===== config.mk =====
export PLATFORM = sky130hd
export DESIGN_NAME = acc_top
export DESIGN_NICKNAME = d
export VERILOG_FILES = /design/src/acc_pkg.sv /design/src/acc_top.sv
export SDC_FILE = /design/constraint.sdc
export NUM_CORES = 1
export LEC_CHECK = 0
export ABC_AREA = 0
export BUFFER_PORTS_ARGS = -buffer_cell sky130_fd_sc_hd__clkbuf_2
export CAP_MARGIN = 30
export CORE_MARGIN = 2
export CORE_UTILIZATION = 40
export DETAILED_ROUTE_END_ITERATION = 8
export GPL_TIMING_DRIVEN = 0
export SLEW_MARGIN = 10
export SYNTH_ARGS = -nofsm -noshare
export SYNTH_HDL_FRONTEND = slang
export SYNTH_SLANG_ARGS = --single-unit
export TNS_END_PERCENT = 50

===== constraint.sdc =====
create_clock -name clk -period 2.1 [get_ports clk]
set_input_delay 0.315 -clock clk [delete_from_list [all_inputs] [get_ports clk]]
set_output_delay 0.315 -clock clk [all_outputs]
set_load 0.05 [all_outputs]

===== src/acc_pkg.sv =====
package acc_pkg;

    // register offsets on the plain register port (byte address, 8-bit data)
    localparam logic [3:0] ADDR_CTRL0_C1  = 4'h0;
    localparam logic [3:0] ADDR_CTRL0_C2  = 4'h1;
    localparam logic [3:0] ADDR_CTRL1_C1  = 4'h2;
    localparam logic [3:0] ADDR_CTRL1_C2  = 4'h3;
    localparam logic [3:0] ADDR_MIRROR    = 4'h4;
    localparam logic [3:0] ADDR_IRQ_STAT  = 4'h5;
    localparam logic [3:0] ADDR_IRQ_MASK  = 4'h6;

    // control register 0 field positions
    localparam int CTRL0_ON_BIT    = 7;
    localparam int CTRL0_RES_BIT   = 6;
    localparam int CTRL0_OE_BIT    = 5;
    localparam int CTRL0_POL_BIT   = 4;
    localparam int CTRL0_SP_BIT    = 2;
    localparam int CTRL0_HYS_BIT   = 1;
    localparam int CTRL0_SYNC_BIT  = 0;
    // control register 1 field positions
    localparam int CTRL1_RISE_BIT  = 7;
    localparam int CTRL1_FALL_BIT  = 6;
    localparam int CTRL1_PSEL_LSB  = 4;
    localparam int CTRL1_NSEL_LSB  = 0;

    // reset values
    localparam logic [7:0] CTRL0_RESET    = 8'h04;
    localparam logic [7:0] CTRL1_RESET    = 8'h00;
    localparam logic [1:0] IRQ_MASK_RESET = 2'h0;

    // positive-input channel codes
    localparam logic [1:0] PSEL_PLUS_PIN = 2'h0;
    localparam logic [1:0] PSEL_DAC      = 2'h1;
    localparam logic [1:0] PSEL_FIXED    = 2'h2;
    localparam logic [1:0] PSEL_GROUND   = 2'h3;

    // settings of one comparator, as handed to the analog core
    typedef struct packed {
        logic       enable;
        logic       speed_power_sel;
        logic       hysteresis_on;
        logic [1:0] plus_input_sel;
        logic [1:0] minus_input_sel;
    } acc_analog_cfg_t;

endpackage


===== src/acc_top.sv =====
// Functional notes
// RULE1 - control0 bit 7 switches the comparator on when set, off when clear
// RULE2 - control0 bit 6 reads 1 when plus exceeds minus, inverted by polarity
// RULE3 - control0 bit 4 inverts the comparator result before any use
// RULE4 - control0 bit 5 routes result to pin; pin drives only if direction bit clear
// RULE5 - control0 bit 2 selects fast mode when set, low power when clear; resets 1
// RULE6 - control0 bit 1 enables input hysteresis in the analog core
// RULE7 - control0 bit 0 updates timer and pin result only on timer clock fall
// RULE8 - control1 bit 7 sets the interrupt flag on each rising result edge
// RULE9 - control1 bit 6 sets the interrupt flag on each falling result edge
// RULE10 - control1 bits 5-4 pick plus input: pin, dac, fixed ref, ground
// RULE11 - control1 bits 1-0 pick one of four shared minus pins
// RULE12 - mirror register shows comparator 2 at bit 1, comparator 1 at bit 0
// RULE13 - unimplemented bits read zero: control0 bit 3, control1 bits 3-2
// RULE14 - every reset gives the same values; all zero but speed control
// RULE15 - software clears the flag; an edge during the clear keeps it set
// RULE16 - toggling polarity or enable can make an edge even when disabled
// RULE17 - the raw result is latched every cycle before reading or edge detection
// RULE18 - synchronous mode latches on the prescaled timer clock
// RULE19 - an edge is a change between this cycle's and last cycle's latched result
//
// The register offsets and strobed register access were left to the implementer.
`timescale 1ns/1ps
`default_nettype none

module acc_top #(
    parameter int NUM_CMP = 2
) (
    input  wire logic                              clk,
    input  wire logic                              reset,
    input  wire logic [3:0]                        reg_addr,
    input  wire logic [7:0]                        reg_wdata,
    input  wire logic                              reg_write,
    input  wire logic                              reg_read,
    output logic [7:0]                             reg_rdata,
    input  wire logic [NUM_CMP-1:0]                analog_raw,
    input  wire logic                              timer_clk_fall,
    input  wire logic [NUM_CMP-1:0]                pin_direction_bit,
    output logic [NUM_CMP-1:0]                     pin_out,
    output logic [NUM_CMP-1:0]                     pin_oe,
    output logic [NUM_CMP-1:0]                     timer_result,
    output acc_pkg::acc_analog_cfg_t [NUM_CMP-1:0] analog_cfg,
    output logic                                   irq
);
    import acc_pkg::*;

    // raw comparator outputs are asynchronous to clk
    logic [NUM_CMP-1:0] raw_meta_q;
    logic [NUM_CMP-1:0] raw_sync_q;
    logic [NUM_CMP-1:0] tfall_meta_q;
    logic [NUM_CMP-1:0] tfall_sync_q;

    logic [7:0]         ctrl0_q [NUM_CMP];
    logic [7:0]         ctrl1_q [NUM_CMP];
    logic [NUM_CMP-1:0] cmp_result_q;
    logic [NUM_CMP-1:0] prev_result_q;
    logic [NUM_CMP-1:0] sync_hold_q;
    logic [NUM_CMP-1:0] cmp_irq_flag_q;
    logic [NUM_CMP-1:0] irq_mask_q;
    logic [7:0]         reg_rdata_q;

    logic [NUM_CMP-1:0] cmp_result_d;
    logic [NUM_CMP-1:0] edge_set;
    logic [NUM_CMP-1:0] flag_clear;
    logic [NUM_CMP-1:0] ext_result;
    logic [7:0]         read_mux;
    wire logic [NUM_CMP-1:0] analog_cfg_d_en;

    // control register 0 image: result bit live, bit 3 forced zero
    function automatic logic [7:0] ctrl0_view(input logic [7:0] c, input logic r);
        logic [7:0] v;
        v = c;
        v[CTRL0_RES_BIT] = r;                             // see RULE2
        v[3] = 1'b0;                                      // see RULE13
        return v;
    endfunction

    // synchroniser: first stage only feeds the second
    always_ff @(posedge clk) begin
        raw_meta_q <= analog_raw;
        raw_sync_q <= raw_meta_q;
    end

    // timer clock falling strobe arrives from another domain; one pair per comparator
    always_ff @(posedge clk) begin
        tfall_meta_q <= {NUM_CMP{timer_clk_fall}};
        tfall_sync_q <= tfall_meta_q;
    end

    // per comparator: polarity, edge detect, sync hold, outputs
    for (genvar i = 0; i < NUM_CMP; i++) begin : g_cmp
        wire logic pol = ctrl0_q[i][CTRL0_POL_BIT];
        wire logic on  = ctrl0_q[i][CTRL0_ON_BIT];
        // a disabled core reads low, then polarity applies, so toggling
        // enable or polarity while off still produces an edge
        assign cmp_result_d[i] = (raw_sync_q[i] & on) ^ pol;          // see RULE3 see RULE16
        wire logic rise = cmp_result_q[i] & ~prev_result_q[i];        // see RULE19
        wire logic fall = ~cmp_result_q[i] & prev_result_q[i];        // see RULE19
        assign edge_set[i] = (rise & ctrl1_q[i][CTRL1_RISE_BIT])      // see RULE8
                           | (fall & ctrl1_q[i][CTRL1_FALL_BIT]);     // see RULE9
        assign ext_result[i] = ctrl0_q[i][CTRL0_SYNC_BIT] ? sync_hold_q[i]
                                                         : cmp_result_q[i]; // see RULE7
        assign analog_cfg_d_en[i] = on;
    end

    // write decode for the clear-by-one status register
    assign flag_clear = (reg_write && reg_addr == ADDR_IRQ_STAT)
                      ? reg_wdata[NUM_CMP-1:0] : '0;

    // read mux; unmapped addresses read zero
    always_comb begin
        read_mux = 8'h00;
        unique case (reg_addr)
            ADDR_CTRL0_C1: read_mux = ctrl0_view(ctrl0_q[0], cmp_result_q[0]);
            ADDR_CTRL0_C2: read_mux = ctrl0_view(ctrl0_q[1], cmp_result_q[1]);
            ADDR_CTRL1_C1: read_mux = ctrl1_q[0] & 8'hf3;                  // see RULE13
            ADDR_CTRL1_C2: read_mux = ctrl1_q[1] & 8'hf3;                  // see RULE13
            ADDR_MIRROR:   read_mux = {6'h00, cmp_result_q[1], cmp_result_q[0]}; // see RULE12
            ADDR_IRQ_STAT: read_mux = {6'h00, cmp_irq_flag_q};
            ADDR_IRQ_MASK: read_mux = {6'h00, irq_mask_q};
            default:       read_mux = 8'h00;
        endcase
    end

    // control registers; one reset value for every kind of reset
    always_ff @(posedge clk) begin
        if (reset) begin
            for (int k = 0; k < NUM_CMP; k++) begin
                ctrl0_q[k] <= CTRL0_RESET;                // see RULE5 see RULE14
                ctrl1_q[k] <= CTRL1_RESET;                // see RULE14
            end
            irq_mask_q <= IRQ_MASK_RESET;
        end else if (reg_write) begin
            for (int k = 0; k < NUM_CMP; k++) begin
                if (reg_addr == 4'(ADDR_CTRL0_C1 + k))
                    ctrl0_q[k] <= reg_wdata & 8'hb7;      // result and bit 3 not writable
                if (reg_addr == 4'(ADDR_CTRL1_C1 + k))
                    ctrl1_q[k] <= reg_wdata & 8'hf3;
            end
            if (reg_addr == ADDR_IRQ_MASK)
                irq_mask_q <= reg_wdata[NUM_CMP-1:0];
        end
    end

    // result latch every cycle, previous copy for edges
    always_ff @(posedge clk) begin
        if (reset) begin
            cmp_result_q  <= '0;
            prev_result_q <= '0;
        end else begin
            cmp_result_q  <= cmp_result_d;                // see RULE17
            prev_result_q <= cmp_result_q;                // see RULE19
        end
    end

    // sync hold captures on the prescaled timer clock falling strobe
    always_ff @(posedge clk) begin
        if (reset)
            sync_hold_q <= '0;
        else
            for (int k = 0; k < NUM_CMP; k++)
                if (tfall_sync_q[k])
                    sync_hold_q[k] <= cmp_result_q[k];   // see RULE7 see RULE18
    end

    // sticky flags: a set in the clearing cycle wins
    always_ff @(posedge clk) begin
        if (reset)
            cmp_irq_flag_q <= '0;
        else
            cmp_irq_flag_q <= (cmp_irq_flag_q & ~flag_clear) | edge_set; // see RULE15
    end

    // registered outputs
    always_ff @(posedge clk) begin
        if (reset) begin
            reg_rdata_q  <= 8'h00;
            pin_out      <= '0;
            pin_oe       <= '0;
            timer_result <= '0;
            irq          <= 1'b0;
            // core settings start from the control register reset images
            for (int k = 0; k < NUM_CMP; k++)
                analog_cfg[k] <= '{CTRL0_RESET[CTRL0_ON_BIT],
                                   CTRL0_RESET[CTRL0_SP_BIT],          // see RULE5
                                   CTRL0_RESET[CTRL0_HYS_BIT],
                                   CTRL1_RESET[CTRL1_PSEL_LSB +: 2],
                                   CTRL1_RESET[CTRL1_NSEL_LSB +: 2]};
        end else begin
            reg_rdata_q  <= reg_read ? read_mux : 8'h00;
            timer_result <= ext_result;
            for (int k = 0; k < NUM_CMP; k++) begin
                pin_out[k] <= ext_result[k];
                // drive the pin only when routed out and its direction bit is clear
                pin_oe[k]  <= ctrl0_q[k][CTRL0_OE_BIT] & ~pin_direction_bit[k]; // see RULE4
                analog_cfg[k].enable          <= analog_cfg_d_en[k];            // see RULE1
                analog_cfg[k].speed_power_sel <= ctrl0_q[k][CTRL0_SP_BIT];      // see RULE5
                analog_cfg[k].hysteresis_on   <= ctrl0_q[k][CTRL0_HYS_BIT];     // see RULE6
                analog_cfg[k].plus_input_sel  <= ctrl1_q[k][CTRL1_PSEL_LSB +: 2]; // see RULE10
                analog_cfg[k].minus_input_sel <= ctrl1_q[k][CTRL1_NSEL_LSB +: 2]; // see RULE11
            end
            // level interrupt while any unmasked flag is set
            irq <= |(((cmp_irq_flag_q & ~flag_clear) | edge_set) & irq_mask_q);
        end
    end

    assign reg_rdata = reg_rdata_q;

    // checks next to the logic
    chk_flag_on_rise: assert property (@(posedge clk) disable iff (reset) // see RULE8
        (cmp_result_q[0] && !prev_result_q[0] && ctrl1_q[0][CTRL1_RISE_BIT])
        |=> cmp_irq_flag_q[0])
        else $error("rise edge did not set flag");
    chk_flag_on_fall: assert property (@(posedge clk) disable iff (reset) // see RULE9
        (!cmp_result_q[0] && prev_result_q[0] && ctrl1_q[0][CTRL1_FALL_BIT])
        |=> cmp_irq_flag_q[0])
        else $error("fall edge did not set flag");
    chk_set_beats_clear: assert property (@(posedge clk) disable iff (reset) // see RULE15
        (edge_set[1] && flag_clear[1]) |=> cmp_irq_flag_q[1])
        else $error("clear beat a new edge");
    chk_result_latch: assert property (@(posedge clk) disable iff (reset) // see RULE17
        cmp_result_q[0] == $past(cmp_result_d[0]))
        else $error("result not latched each cycle");
    chk_edge_compare: assert property (@(posedge clk) disable iff (reset) // see RULE19
        prev_result_q[1] == $past(cmp_result_q[1]))
        else $error("previous result wrong");
    chk_pin_enable: assert property (@(posedge clk) disable iff (reset) // see RULE4
        ##1 pin_oe[0] == $past(ctrl0_q[0][CTRL0_OE_BIT] & ~pin_direction_bit[0]))
        else $error("pin enable wrong");
    chk_sync_hold: assert property (@(posedge clk) disable iff (reset) // see RULE7
        (ctrl0_q[0][CTRL0_SYNC_BIT] && !tfall_sync_q[0] && $stable(ctrl0_q[0]))
        |=> $stable(sync_hold_q[0]))
        else $error("sync result moved off the timer fall");
    chk_mirror_read: assert property (@(posedge clk) disable iff (reset) // see RULE12
        (reg_read && reg_addr == ADDR_MIRROR)
        |=> reg_rdata[7:2] == 6'h00 && reg_rdata[1:0] == $past(cmp_result_q[1:0]))
        else $error("mirror read wrong");
    chk_polarity_edge: assert property (@(posedge clk) disable iff (reset) // see RULE16
        (!ctrl0_q[0][CTRL0_ON_BIT] && $changed(ctrl0_q[0][CTRL0_POL_BIT]))
        |=> cmp_result_q[0] == ctrl0_q[0][CTRL0_POL_BIT])
        else $error("polarity toggle gave no edge");
    // the live result bit must be the latched one, never a raw sample
    chk_ctrl0_read: assert property (@(posedge clk) disable iff (reset) // see RULE2
        (reg_read && reg_addr == ADDR_CTRL0_C1)
        |=> reg_rdata[CTRL0_RES_BIT] == $past(cmp_result_q[0]) && reg_rdata[3] == 1'b0)
        else $error("control0 read wrong");
    chk_ctrl1_zero: assert property (@(posedge clk) disable iff (reset) // see RULE13
        (reg_read && (reg_addr == ADDR_CTRL1_C1 || reg_addr == ADDR_CTRL1_C2))
        |=> reg_rdata[3:2] == 2'h0)
        else $error("control1 unused bits not zero");
    chk_cfg_enable: assert property (@(posedge clk) disable iff (reset) // see RULE1
        ##1 analog_cfg[0].enable == $past(ctrl0_q[0][CTRL0_ON_BIT]))
        else $error("core enable does not follow control");
    chk_cfg_speed: assert property (@(posedge clk) disable iff (reset) // see RULE5
        ##1 analog_cfg[1].speed_power_sel == $past(ctrl0_q[1][CTRL0_SP_BIT]))
        else $error("speed select does not follow control");
    chk_plus_select: assert property (@(posedge clk) disable iff (reset) // see RULE10
        ##1 analog_cfg[0].plus_input_sel == $past(ctrl1_q[0][CTRL1_PSEL_LSB +: 2]))
        else $error("plus input select wrong");
    chk_async_path: assert property (@(posedge clk) disable iff (reset) // see RULE7
        !ctrl0_q[0][CTRL0_SYNC_BIT] |=> timer_result[0] == $past(cmp_result_q[0]))
        else $error("async timer path wrong");
    // irq lags the mask register by one cycle, as the mask feeds the next value
    chk_irq_level: assert property (@(posedge clk) disable iff (reset) // see RULE8
        irq == |(cmp_irq_flag_q & $past(irq_mask_q)))
        else $error("irq level wrong");

    cov_rise_irq:  cover property (@(posedge clk) edge_set[0] ##1 irq);
    cov_clear:     cover property (@(posedge clk) flag_clear[0] && cmp_irq_flag_q[0]);
    cov_sync_mode: cover property (@(posedge clk) ctrl0_q[1][CTRL0_SYNC_BIT] && tfall_sync_q[1]);
    cov_set_clear: cover property (@(posedge clk) edge_set[1] && flag_clear[1]);
    cov_pin_drive: cover property (@(posedge clk) pin_oe[0] && pin_out[0]);

endmodule

`default_nettype wire


==> out/metrics.cfg <==
[detailed_routing]
routedWlPerCell_um=14.3
drtAntennaViolNets=0
vias_per_cell=4.67
first_pass_iters=4
drt_iter0_drc=122
drcViolationCount=0
routed-via-count=1569
routed_wl_um=4810

[yosys]
yosysTopAreaCell=dfxtp_1
netlist-cell-type-count=36
synth_seq_cells=66
syn-num-nets=223
ys_dominant_reg_cell=dfxtp_1
synthCells=202
synth-seq-area-share_pct=63.5
yosysWarnings=0
yosys-top-cells-area=dfxtp_1 (34%), edfxtp_1 (29%), mux2i_1 (7.3%)
ys_async_sr_fraction_pct=0
avgSynthCellArea_um2=12.2
syn_area_um2=2460
synth_edf_count=24
synth_top_area_share_pct=34.2

[sta]
fin_skew_ps=6.16
drv_slew=0
rsz0062_at_grt=false
relSlewSlack_pct=44.9
max_freq_mhz=562
tns_ps=0
tightest_slew_ps=824
min_period_over_period_pct=84.7
finalHoldViolations=0
finalCriticalPeriod_ps=1780
setup_viol=0

[floorplan]
rows=28
die_area_um2=6790
start_util_pct=41.5
core_area_um2=5920
io_pins=50
die_y_um=82.4
die_w_um=82.4

[clocking]
cts_root_buf=clkbuf_8
insertion_delay_ps=340
clock-sinks=66
cts_hold_buf=0
cts_made_buffers=9
h-tree-depth=3
post_cts_resized=0
clk_pin_slew_ps=60
post-cts-setup-buffers=0
cts_tree=yes
cts_max_path_buffers=2

[flow_run]
cap_violations=0

[critical_path]
worstSetupPathType=input pin to flip-flop
worst_ep_arrival_time_ps=1740
cp_cell_sequence=clkbuf_2 -> buf_6 -> or3_4 -> buf_6 -> o21bai_1
critPathSlowestCell=o21bai_1
critPathRequiredTime_ps=2060
cp-end-kind=flip-flop
crit_top_cell=buf_6
cpPeakStageDelay_ps=660
cp_max_fo=10
start_kind=input pin

[place]
place_congestion=0.814
placed_area_um2=2770
port_buffers=43
dp.cells=320
dp_hpwl_um=3370

[finish]
fin_cells=336
diodes=0
finalNetCount=277
fin_util_pct=49.9
area_delta_synth_final_pct=20.2
drive_above_1_share_pct=28.0
stdcell_area_um2=2960

[status]
status=completed

[min_path]
min_path_type=input pin to flip-flop

[power_and_ir_drop]
finalPower_uw=2740
irDropWorstVdd_v=0.000491
leakage_uw=0.00121
powerDensity_nw_per_um2=927

[global_route]
track_usage_pct=15.6
grt_overflow_total=0
grt_pass1_wl_um=7400
grt_max_degree=11
grt_pass1_vias=1518
antenna_found_initial=0

[cell type report]
class | instances | area (um^2)
clock inverter | 3 | 38.8
timing repair buffer | 43 | 215
buffer | 15 | 105
clock buffer | 13 | 149
fill | 552 | 2970
multi-input combinational | 120 | 788
tap | 75 | 93.8
inverter | 1 | 3.75
sequential | 66 | 1560
[Yosys cell counts (4+ instances only)]
cell	number
buf_6	4
clkbuf_1	4
buf_4	4
and2_1	11
nor3b_1	4
o22a_1	4
nor2b_1	15
o21bai_1	4
nor2_1	17
mux2i_1	18
dfxtp_1	42
edfxtp_1	24
nand2_1	9
[layer usage]
metal	wire length, um	global-route usage (%)	up-vias
met5	0	0	-
met1	2120	18.3	721
met4	107	8.50	0
met3	199	4.02	9
li1	-	-	800
met2	2380	26.0	39
[worst max-delay path: cells and delay by family]
kind            cells  cell delay [ps]
compound gates      1              660
buf+inv             3              370
simple gates        1              390
[cells by family after synthesis]
| kind of cell | after synthesis | synth area share [%] |
|---|---|---|
| AND/OR/NAND/NOR | 79 | 18.0 |
| flip-flops | 66 | 63.5 |
| AO/OA/AOI/OAI | 19 | 5.39 |
| multiplexers | 19 | 7.79 |
| buffers and inverters | 16 | 4.43 |
| XOR/XNOR | 2 | 0.713 |
| other | 1 | 0.153 |
[worst paths after layout]
path | startpoint | to | slack [ps] | depth (start not counted)
max | reg_addr[1] | ctrl0_q[0][11] | 320 | 5
min | analog_raw[1] | raw_meta_q[1] | 80 | 1
max reg2reg | ctrl0_q[0][0] | reg_rdata[0] | 980 | 4
min reg2reg | tfall_meta_q[0] | tfall_sync_q[0] | 330 | 0
[sequential cells by signal (all words and copies together), names as in the netlist, 2 cells and up]
name and count:
ctrl0_q 12, cmp_result_q 2, analog_cfg 14, irq_mask_q 2, reg_rdata 7, raw_meta_q 2, cmp_irq_flag_q 2, sync_hold_q 2
prev_result_q 2, timer_result 2, raw_sync_q 2, pin_oe 2, ctrl1_q 12
[metrics by stage]
| step | setup WS, ps | hold WS (ps) |
|---|---|---|
| 2_1_floorplan | 417 | 310 |
| 3_3_place_gp | -34.4 | 310 |
| 3_5_place_dp | -49.9 | 312 |
| 4_1_cts | 310 | 64.3 |
| 5_1_grt | 276 | 66.0 |
| 6_report | 322 | 77.0 |
[report_power, final]
part | internal, uW | switching [uW]
combinational | 92.6 | 184
sequential | 1390 | 33.3
clock | 577 | 460
total | 2060 | 678
[layout by cell type (no fill, tap or decap), types with 2 or more instances in the layout]
master / Yosys / routed
clkbuf_2: 0 / 43
dfxtp_1: 42 / 42
edfxtp_1: 24 / 24
mux2i_1: 18 / 18
nor2_1: 17 / 17
nor2b_1: 15 / 15
and2_1: 11 / 11
clkbuf_8: 0 / 10
nand2_1: 9 / 9
clkbuf_1: 4 / 7
buf_6: 4 / 4
buf_4: 4 / 4
o21bai_1: 4 / 4
nor3b_1: 4 / 4
o22a_1: 4 / 4
nand2b_1: 3 / 3
buf_2: 3 / 3
a21oi_1: 3 / 3
nor3_1: 3 / 3
nand3_1: 3 / 3
nand3b_1: 3 / 3
nor2_2: 2 / 2
or3_1: 2 / 2
o22ai_1: 2 / 2
o21ai_0: 2 / 2
xor2_1: 2 / 2
or2_2: 2 / 2
a31oi_1: 2 / 2
No activity file was read; power rests on OpenSTA's default activity.
